### src/ldc_map.svh
`ifndef LDC_MAP_SVH
`define LDC_MAP_SVH

// Capture widths
`define LDC_DATA_W      16
`define LDC_BYTE_W      8
`define LDC_BYTE_MSB    7
`define LDC_WORD_MSB    15

// Read side of the input FIFO
`define LDC_FIFO_DEPTH  8
`define LDC_DIV_RATIO   4

// Reset values
`define LDC_PTR_RST     0
`define LDC_CNT_RST     0

`endif

### src/ldc_pkg.sv
`default_nettype none
`include "ldc_map.svh"

package ldc_pkg;

  typedef logic [`LDC_DATA_W-1:0] ldc_word_t;

  typedef enum logic {
    LDC_FRAME_FIFO_RESET,
    LDC_FRAME_SYNC
  } ldc_frame_mode_t;

  typedef enum logic {
    LDC_EDGE_RISE,
    LDC_EDGE_FALL
  } ldc_edge_t;

endpackage

`default_nettype wire

### src/ldc_capture.sv
`default_nettype none
`include "ldc_map.svh"

module ldc_capture
  import ldc_pkg::*;
#(
  parameter int DATA_W     = `LDC_DATA_W,
  parameter int FIFO_DEPTH = `LDC_FIFO_DEPTH,
  parameter int DIV_RATIO  = `LDC_DIV_RATIO
) (
  // Core clock and reset
  input  wire logic                          clock,
  input  wire logic                          rst,
  // Source pins
  input  wire logic [DATA_W-1:0]             data_pins,
  input  wire logic                          source_data_clock_pair,
  input  wire logic                          frame_indicator_pair,
  input  wire logic                          output_align_strobe,
  // Configuration
  input  wire logic                          byte_mode,
  input  wire ldc_frame_mode_t               frame_mode,
  input  wire logic                          parity_enable,
  input  wire logic                          parity_clear,
  input  wire logic                          dual_sync_mode,
  // Captured stream
  output var  ldc_word_t                     sample_q,
  output var  logic                          sample_valid_q,
  output var  ldc_edge_t                     sample_edge_q,
  // Frame events
  output var  logic                          fifo_reset_q,
  output var  logic                          sync_pulse_q,
  output var  logic                          parity_error_q,
  // Read-side alignment
  output var  logic                          align_pulse_q,
  output var  logic                          div_tick_q,
  output var  logic [$clog2(FIFO_DEPTH)-1:0] rd_ptr_q
);

  localparam int PTR_W = $clog2(FIFO_DEPTH);
  localparam int CNT_W = (DIV_RATIO > 1) ? $clog2(DIV_RATIO) : 1;
  localparam int SYN_W = DATA_W + 3;

  function automatic logic word_parity(input ldc_word_t w);
    word_parity = ^w;
  endfunction

  logic [SYN_W-1:0] lvl;
  logic [DATA_W-1:0] data_lvl;
  logic              dclk_lvl;
  logic              frame_lvl;
  logic              strobe_lvl;
  logic              dclk_prev_q;
  logic              strobe_prev_q;
  logic              frame_rise_prev_q;
  logic              rise_par_q;
  logic [CNT_W-1:0]  div_cnt_q;
  logic              dclk_rise;
  logic              dclk_fall;
  logic              strobe_rise;
  ldc_word_t         word_d;

  // Every pin, including the data clock, crosses into the core clock here
  ldc_pin_sync #(.W(SYN_W)) u_sync (
    .clock   (clock),
    .rst     (rst),
    .pin_in  ({output_align_strobe, frame_indicator_pair, source_data_clock_pair, data_pins}),
    .level_q (lvl)
  );

  assign data_lvl   = lvl[DATA_W-1:0];
  assign dclk_lvl   = lvl[DATA_W];
  assign frame_lvl  = lvl[DATA_W+1]; // Relies on frame being edge-aligned with data
  assign strobe_lvl = lvl[DATA_W+2];

  assign dclk_rise   = dclk_lvl & ~dclk_prev_q;
  assign dclk_fall   = ~dclk_lvl & dclk_prev_q;
  assign strobe_rise = strobe_lvl & ~strobe_prev_q; // Core-clock rising edge sample

  // Byte mode keeps bit 7 as MSB and zeroes the unused upper lanes
  always_comb begin
    word_d = data_lvl;
    if (byte_mode) begin
      word_d = {{(DATA_W-`LDC_BYTE_W){1'b0}}, data_lvl[`LDC_BYTE_MSB:0]};
    end
  end

  always_ff @(posedge clock or posedge rst) begin
    if (rst) begin
      dclk_prev_q   <= 1'b0;
      strobe_prev_q <= 1'b0;
    end else begin
      dclk_prev_q   <= dclk_lvl;
      strobe_prev_q <= strobe_lvl;
    end
  end

  // Double data rate capture
  always_ff @(posedge clock or posedge rst) begin
    if (rst) begin
      sample_q       <= '0;
      sample_valid_q <= 1'b0;
      sample_edge_q  <= LDC_EDGE_RISE;
    end else begin
      sample_valid_q <= dclk_rise | dclk_fall;
      if (dclk_rise | dclk_fall) begin
        sample_q      <= word_d;
        sample_edge_q <= dclk_fall ? LDC_EDGE_FALL : LDC_EDGE_RISE;
      end
    end
  end

  // Frame functions act on a 0-to-1 change between successive rising-edge samples
  always_ff @(posedge clock or posedge rst) begin
    if (rst) begin
      frame_rise_prev_q <= 1'b0;
      fifo_reset_q      <= 1'b0;
      sync_pulse_q      <= 1'b0;
    end else begin
      fifo_reset_q <= 1'b0;
      sync_pulse_q <= 1'b0;
      if (dclk_rise) begin
        frame_rise_prev_q <= frame_lvl;
        if (frame_lvl && !frame_rise_prev_q) begin
          fifo_reset_q <= (frame_mode == LDC_FRAME_FIFO_RESET);
          sync_pulse_q <= (frame_mode == LDC_FRAME_SYNC);
        end
      end
    end
  end

  // Block is the rising word plus the following falling word
  always_ff @(posedge clock or posedge rst) begin
    if (rst) begin
      rise_par_q     <= 1'b0;
      parity_error_q <= 1'b0;
    end else begin
      if (dclk_rise) begin
        rise_par_q <= word_parity(word_d);
      end
      // A mismatch in the clear cycle still sets the flag
      if (dclk_fall && parity_enable &&
          (frame_lvl != (rise_par_q ^ word_parity(word_d)))) begin
        parity_error_q <= 1'b1;
      end else if (parity_clear) begin
        parity_error_q <= 1'b0;
      end
    end
  end

  // Divided clock and FIFO read pointer, realigned by the strobe
  always_ff @(posedge clock or posedge rst) begin
    if (rst) begin
      div_cnt_q     <= CNT_W'(`LDC_CNT_RST);
      div_tick_q    <= 1'b0;
      rd_ptr_q      <= PTR_W'(`LDC_PTR_RST);
      align_pulse_q <= 1'b0;
    end else begin
      align_pulse_q <= strobe_rise & dual_sync_mode;
      div_tick_q    <= 1'b0;
      if (strobe_rise && dual_sync_mode) begin
        div_cnt_q <= CNT_W'(`LDC_CNT_RST);
        rd_ptr_q  <= PTR_W'(`LDC_PTR_RST);
      end else if (div_cnt_q == CNT_W'(DIV_RATIO - 1)) begin
        div_cnt_q  <= '0;
        div_tick_q <= 1'b1;
        rd_ptr_q   <= (rd_ptr_q == PTR_W'(FIFO_DEPTH - 1)) ? '0 : rd_ptr_q + 1'b1;
      end else begin
        div_cnt_q <= div_cnt_q + 1'b1;
      end
    end
  end
endmodule

`default_nettype wire

### src/ldc_pin_sync.sv
`default_nettype none

// Three-stage pin synchroniser; an output bit follows once stages two and three agree
module ldc_pin_sync #(
  parameter int W = 1
) (
  // Clock and reset
  input  wire logic         clock,
  input  wire logic         rst,
  // Pins and stable levels
  input  wire logic [W-1:0] pin_in,
  output var  logic [W-1:0] level_q
);

  logic [W-1:0] s1_q;
  logic [W-1:0] s2_q;
  logic [W-1:0] s3_q;

  always_ff @(posedge clock or posedge rst) begin
    if (rst) begin
      s1_q <= '0;
      s2_q <= '0;
      s3_q <= '0;
    end else begin
      s1_q <= pin_in;
      s2_q <= s1_q;
      s3_q <= s2_q;
    end
  end

  for (genvar i = 0; i < W; i++) begin : g_bit
    always_ff @(posedge clock or posedge rst) begin
      if (rst) begin
        level_q[i] <= 1'b0;
      end else if (s2_q[i] == s3_q[i]) begin
        level_q[i] <= s3_q[i];
      end
    end
  end

endmodule

`default_nettype wire

### config.mk
export PLATFORM = sky130hd
export DESIGN_NAME = ldc_capture
export DESIGN_NICKNAME = d
export VERILOG_FILES = /design/src/ldc_pkg.sv /design/src/ldc_capture.sv /design/src/ldc_pin_sync.sv
export VERILOG_INCLUDE_DIRS = /design/src /design/src/src
export SDC_FILE = /design/constraint.sdc
export NUM_CORES = 1
export LEC_CHECK = 0
export BUFFER_PORTS_ARGS = -buffer_cell sky130_fd_sc_hd__buf_2
export CORE_ASPECT_RATIO = 1.1
export CORE_MARGIN = 2
export CORE_UTILIZATION = 45
export CTS_CLUSTER_SIZE = 12
export DETAILED_ROUTE_END_ITERATION = 8
export PLACE_DENSITY_LB_ADDON = 0.3
export SETUP_SLACK_MARGIN = 0.1
export SYNTH_ARGS = -nofsm -noshare
export SYNTH_HDL_FRONTEND = slang
export SYNTH_SLANG_ARGS = --single-unit
### constraint.sdc
create_clock -name clock -period 3 [get_ports clock]
set_input_delay 0.45 -clock clock [delete_from_list [all_inputs] [get_ports clock]]
set_output_delay 0.45 -clock clock [all_outputs]
set_load 0.02 [all_outputs]
==> results.json, run 1 <==
{
  "cts_root_buf": "clkbuf_8",
  "synth_edf_count": 0,
  "layout_min_cycle_time_ps": 1816,
  "cts_hold_buf": 0,
  "num-fill-cells": 614,
  "drt-total-wl_mm": 4.559,
  "grt_pass1_vias": 1533,
  "synth_nets": 226,
  "met3_usage_pct": 4.889,
  "max_freq_ghz": 0.5507,
  "synth_top_area_share_pct": 78.46,
  "final_util_pct": 53.75,
  "wl_per_cell_um": 13.10,
  "dp_hpwl_mm": 2.989,
  "area_growth_pct": 15.98,
  "syn_area_sq_um": 3445,
  "worst_ep_required_time_ps": 3240,
  "whs_ps": 193.8,
  "via_per_inst": 4.661,
  "cp-end-kind": "register",
  "n_antenna_cell": 0,
  "hold_depth": 1,
  "grtUsageMet2_pct": 15.53,
  "worst_pin_slew_ps": 666.3,
  "grt_max_degree": 109,
  "outcome": "finished, final reports clean",
  "fp-row-count": 33,
  "nets": 287,
  "place_inst": 332,
  "finalSetupViolations": 0,
  "vias": 1622,
  "grt-ovfl-total": 0,
  "power.density_nw_per_um2": 782.6,
  "clk_pin_slew_ps": 90,
  "yosysWarningCount": 0,
  "hold_viol_final": 0,
  "numClockSinks": 108,
  "ir_drop_v": 0.0003207,
  "first_pass_iters": 5,
  "postCtsSetupBuffers": 0,
  "rr_worst_depth": 4,
  "fin_area_sq_um": 3995,
  "core_area_sq_um": 7432,
  "postSynthAreaPerCell_sq_um": 17.66,
  "antenna_found_initial": 0,
  "die_w_um": 87.42,
  "syn_inst": 195,
  "worst_setup_path_start_kind": "register",
  "drc_errors": 0,
  "clk_latency_ps": 350,
  "place.gp.congestion": 0.7367,
  "max-slew-margin-rel_pct": 55.58,
  "drv_cap": 0,
  "ctsResizeCount": 0,
  "drv_slew": 0,
  "initial_utilization_pct": 46.35,
  "finalNonFillerCells": 348,
  "synth-async-reset-ratio_pct": 100.0,
  "arrival_ps": 2060,
  "antenna_left": 0,
  "p_leak_uw": 0.001860,
  "gr-max-usage-layer": "met1",
  "ys_types": 20,
  "rsz0062_at_grt": "false",
  "criticalPathCategory": "reg2reg",
  "cts_tree": "built",
  "hp-class": "in2reg",
  "final_layout_size_suffix_gt1_share_pct": 30.27,
  "dpl_cell_area_sq_um": 3825,
  "synth_area_leader_cell": "dfrtp_1",
  "finalCritPeriodShare_pct": 60.53,
  "numCtsBuffers": 9,
  "grt_pass1_wl_mm": 7.527,
  "io_pins": 52,
  "fin_worst_skew_ps": 5.464,
  "die_y_um": 95.76,
  "critical_path.max_fanout": 19,
  "met1_usage_pct": 17.67,
  "drtIter0Drc": 96,
  "grt_usage_pct": 12.27,
  "yosys-top-cells-area": "dfrtp_1 (78%), maj3_1 (5.5%), xnor2_1 (4.3%)",
  "die-area_sq_um": 8371,
  "ys_seq_area_share_pct": 78.46,
  "setup_tns_ps": 0,
  "synth-seq-cells": 108,
  "port_buffers": 51,
  "htreeDepth": 3,
  "clockBufferDepth": 2,
  "synth_flop_cell": "dfrtp_1"
}
==> Yosys cell counts (2+ instances only) <==
master / number
clkbuf_1: 2
mux2i_1: 2
mux2_2: 10
inv_1: 6
ha_1: 5
nor3_1: 2
maj3_1: 19
dfrtp_1: 108
nor2_1: 6
a22o_1: 8
nand2_1: 2
xnor2_1: 17
==> power by group <==
group / switching (uW) / total, uW / internal [uW] / leakage (uW)
logic: 330 / 620 / 290 / 0.000490
clock network: 439 / 762 / 323 / 0.0000824
registers: 109 / 1750 / 1640 / 0.00129
==> worst max-delay path, cell delays in order, from the launching register on <==
cell and delay (ps):
dfrtp_1 400, inv_1 60, ha_1 710, nor2_1 290, a22o_1 250
==> cell usage in the layout, fill, tap and decap left out, types with 2 or more instances in the layout <==
cell / Yosys / final
nand2_1: 2 / 2
inv_1: 6 / 5
mux2_2: 10 / 10
xnor2_1: 17 / 17
mux2i_1: 2 / 2
clkbuf_1: 2 / 2
dfrtp_1: 108 / 108
clkinvlp_4: 0 / 3
a22o_1: 8 / 8
buf_2: 0 / 51
maj3_1: 19 / 19
ha_1: 5 / 5
clkbuf_8: 0 / 10
nor2_1: 6 / 6
nor3_1: 2 / 2
clkinv_2: 0 / 2
==> flip-flops by register name (all words and copies together) (netlist names), 2 cells and up <==
register	flops
div_cnt_q	2
rd_ptr_q	3
u_sync.s2_q	19
sample_q	16
u_sync.level_q	19
u_sync.s1_q	19
u_sync.s3_q	19
==> final timing paths <==
| path | from | end | slack, ps |
|---|---|---|---|
| min reg2reg | u_sync.s1_q[7] | u_sync.s2_q[7] | 350 |
| max | u_sync.level_q[16] | sample_q[9] | 1180 |
| max in group asynchronous | rst | sample_q[7] | 2360 |
| min in group asynchronous | rst | u_sync.s1_q[15] | 240 |
| min | data_pins[11] | u_sync.s1_q[11] | 190 |
| max reg2reg | u_sync.level_q[16] | sample_q[9] | 1180 |
==> per-stage QoR <==
step | setup WS (ps) | power [uW]
3_3_place_gp | 1257 | 2388
6_report | 1184 | 3127
2_1_floorplan | 1232 | 2215
5_1_grt | 1029 | 3298
4_1_cts | 1161 | 3168
3_5_place_dp | 1176 | 2408
==> layer usage <==
| metal | part of all wire [%] | wire [um] | vias up |
|---|---|---|---|
| met5 | 0 | 0 | - |
| li1 | - | - | 773 |
| met4 | 3.0 | 139 | 0 |
| met3 | 6.3 | 287 | 12 |
| met1 | 47 | 2152 | 797 |
| met2 | 43 | 1980 | 40 |
==> cells by family after synthesis <==
logic type / Yosys count / synth area share [%]
flops: 108 / 78.46
fa+ha+maj: 24 / 7.337
xor+xnor: 18 / 4.577
simple gates: 14 / 2.107
mux: 13 / 4.286
compound gates: 10 / 2.361
buf+inv: 8 / 0.8718
==> area by class of cell <==
class	instances	area (sq um)	share of cell area [%]
clock inverter	4	25.02	0.6264
timing repair buffer	52	275.3	6.890
sequential	108	2703	67.65
tap	87	108.9	2.725
inverter	6	26.28	0.6577
clock buffer	12	145.1	3.633
multi-input combinational	79	711.9	17.82
Power figures use the tool's default switching activity.
==> run 2, diff against run 1 <==
==> constraint.sdc (replaced) <==
create_clock -name clock -period 1.8 [get_ports clock]
set_input_delay 0.27 -clock clock [delete_from_list [all_inputs] [get_ports clock]]
set_output_delay 0.27 -clock clock [all_outputs]
set_load 0.02 [all_outputs]
==> run 2 against run 1 <==
Against the previous run:
- flip-flop and latch count is the same
- die area unchanged
- core utilization up 2.1 points
- global-route usage increased by 0.63 points
- sequential share of layout area down 2.6 points
- setup slack got worse by 950 ps
- sequential power increased by 66%
- first-iteration DRC count down 51%
- maximum frequency rose by 16%
==> results.json, run 2 (synthesis gave the netlist of run 1 again) <==
{
  "power_switching_uw": 1503,
  "hold_depth": 1,
  "htreeDepth": 3,
  "arrival_ps": 1810,
  "grt_max_degree": 44,
  "final_common_cell": "dfrtp_1",
  "ir_drop_v": 0.0005106,
  "outcome": "finished, final reports clean",
  "vias": 1683,
  "setup_tns_ps": 0,
  "cts_root_buf": "clkbuf_8",
  "max-slew-margin-rel_pct": 64.07,
  "rr_worst_depth": 6,
  "num-fill-cells": 598,
  "nets": 301,
  "cts_hold_buf": 8,
  "hold_viol_final": 0,
  "p_total_uw": 5331,
  "port_buffers": 51,
  "drtIter0Drc": 47,
  "clk_pin_slew_ps": 90,
  "fp-row-count": 33,
  "grt_usage_pct": 12.91,
  "hold_start": "data_pins[3]",
  "numClockSinks": 108,
  "grt_pass1_vias": 1710,
  "io_pins": 52,
  "postCtsSetupBuffers": 0,
  "critical_path.max_fanout": 3,
  "die_y_um": 95.76,
  "via_per_inst": 4.649,
  "core_area_sq_um": 7432,
  "ctsResizeCount": 0,
  "hp-class": "in2reg",
  "place.gp.congestion": 0.7469,
  "grt-ovfl-total": 0,
  "p_comb_share_pct": 20.2,
  "worst_ep_required_time_ps": 2050,
  "clockBufferDepth": 2,
  "area_growth_pct": 20.56,
  "r2r-end": "parity_error_q",
  "n_antenna_cell": 0,
  "final_util_pct": 55.88,
  "seq_area_sq_um": 2703,
  "clkPwrFrac_pct": 25.3,
  "ff2ff_setup_slack_ps": 230,
  "cts_tree": "built",
  "internal-power_uw": 3829,
  "finalCritPeriodShare_pct": 87.07,
  "die_w_um": 87.42,
  "drv_cap": 0,
  "antenna_left": 0,
  "p_leak_uw": 0.001937,
  "p_sw_share_pct": 28.19,
  "multi_input_area_sq_um": 711.9,
  "wl_per_cell_um": 13.26,
  "layout_common_cells": "dfrtp_1 (108), buf_2 (51), maj3_1 (19)",
  "initial_utilization_pct": 46.35,
  "drc_errors": 0,
  "layout_min_cycle_time_ps": 1567,
  "worst_setup_path_start_kind": "register",
  "drv_slew": 0,
  "die-area_sq_um": 8371,
  "grt_pass1_wl_mm": 8.045,
  "whs_endpoint": "u_sync.s1_q[3]",
  "max_freq_ghz": 0.6381,
  "r2r_start": "u_sync.level_q[5]",
  "rsz0062_at_grt": "false",
  "power.density_nw_per_um2": 1284,
  "clk_latency_ps": 350,
  "p_seq_share_pct": 54.5,
  "fin_worst_skew_ps": 8.902,
  "final_layout_size_suffix_gt1_share_pct": 30.55,
  "numCtsBuffers": 9,
  "drt-total-wl_mm": 4.801,
  "finalSetupViolations": 0,
  "dp_hpwl_mm": 3.344,
  "cp-end-kind": "register",
  "first_pass_iters": 3,
  "antenna_found_initial": 0,
  "criticalPathCategory": "reg2reg",
  "worst_pin_slew_ps": 536.9
}
## run 2: per-stage QoR
stage | instances | area (sq um) | setup WS, ps | hold slack, ps
global placement | 336 | 3867 | 255.4 | 201.5
CTS | 360 | 4133 | 191.2 | 0.9386
global route | 362 | 4153 | 126.6 | 0.2047
floorplan | 195 | 3450 | 107.3 | 301.4
finish | 362 | 4153 | 232.8 | 15.07
detailed placement | 336 | 3867 | 233.7 | 204.5
## run 2: power by group through the flow
stage          Combinational (uW)  Sequential [uW]  Clock, uW
6_report                     1080             2910       1350
5_1_grt                      1190             2950       1510
4_1_cts                      1100             2910       1400
3_5_place_dp                 1080             2960          0
3_3_place_gp                 1050             2950          0
2_1_floorplan                 585             3110          0
## run 2: cell type report
cell class,instances,area share (%)
clock buffers,12,3.736
repair buffers,66,10.06
inverters,6,0.6327
flip-flops and latches,108,65.08
clock inverters,4,0.7231
multi-input cells,79,17.14
well taps,87,2.621
## run 2: worst max path at each step
stage	to	cells after the start	slack [ps]	start
6_report	parity_error_q	6	230	u_sync.level_q[5]
5_1_grt	parity_error_q	6	130	u_sync.level_q[2]
3_3_place_gp	parity_error_q	6	260	u_sync.level_q[5]
3_5_place_dp	parity_error_q	6	230	u_sync.level_q[2]
4_1_cts	parity_error_q	6	190	u_sync.level_q[5]
2_1_floorplan	sample_q[0]	5	110	u_sync.level_q[16]
## run 2: routing by layer
layer  global-route usage, %  wire length [um]  vias up
met5                       0                 0        -
met4                   6.538                72        0
met3                   3.859               216        7
met2                   18.75              2292       34
met1                   17.73              2219      842
li1                        -                 -      800
## run 2: worst max-delay path, stage by stage (launching register included)
cell	delay, ps
dfrtp_1	420
xnor2_1	200
xnor2_1	100
xnor2_1	310
xnor2_1	190
xnor2_1	140
o22ai_1	80
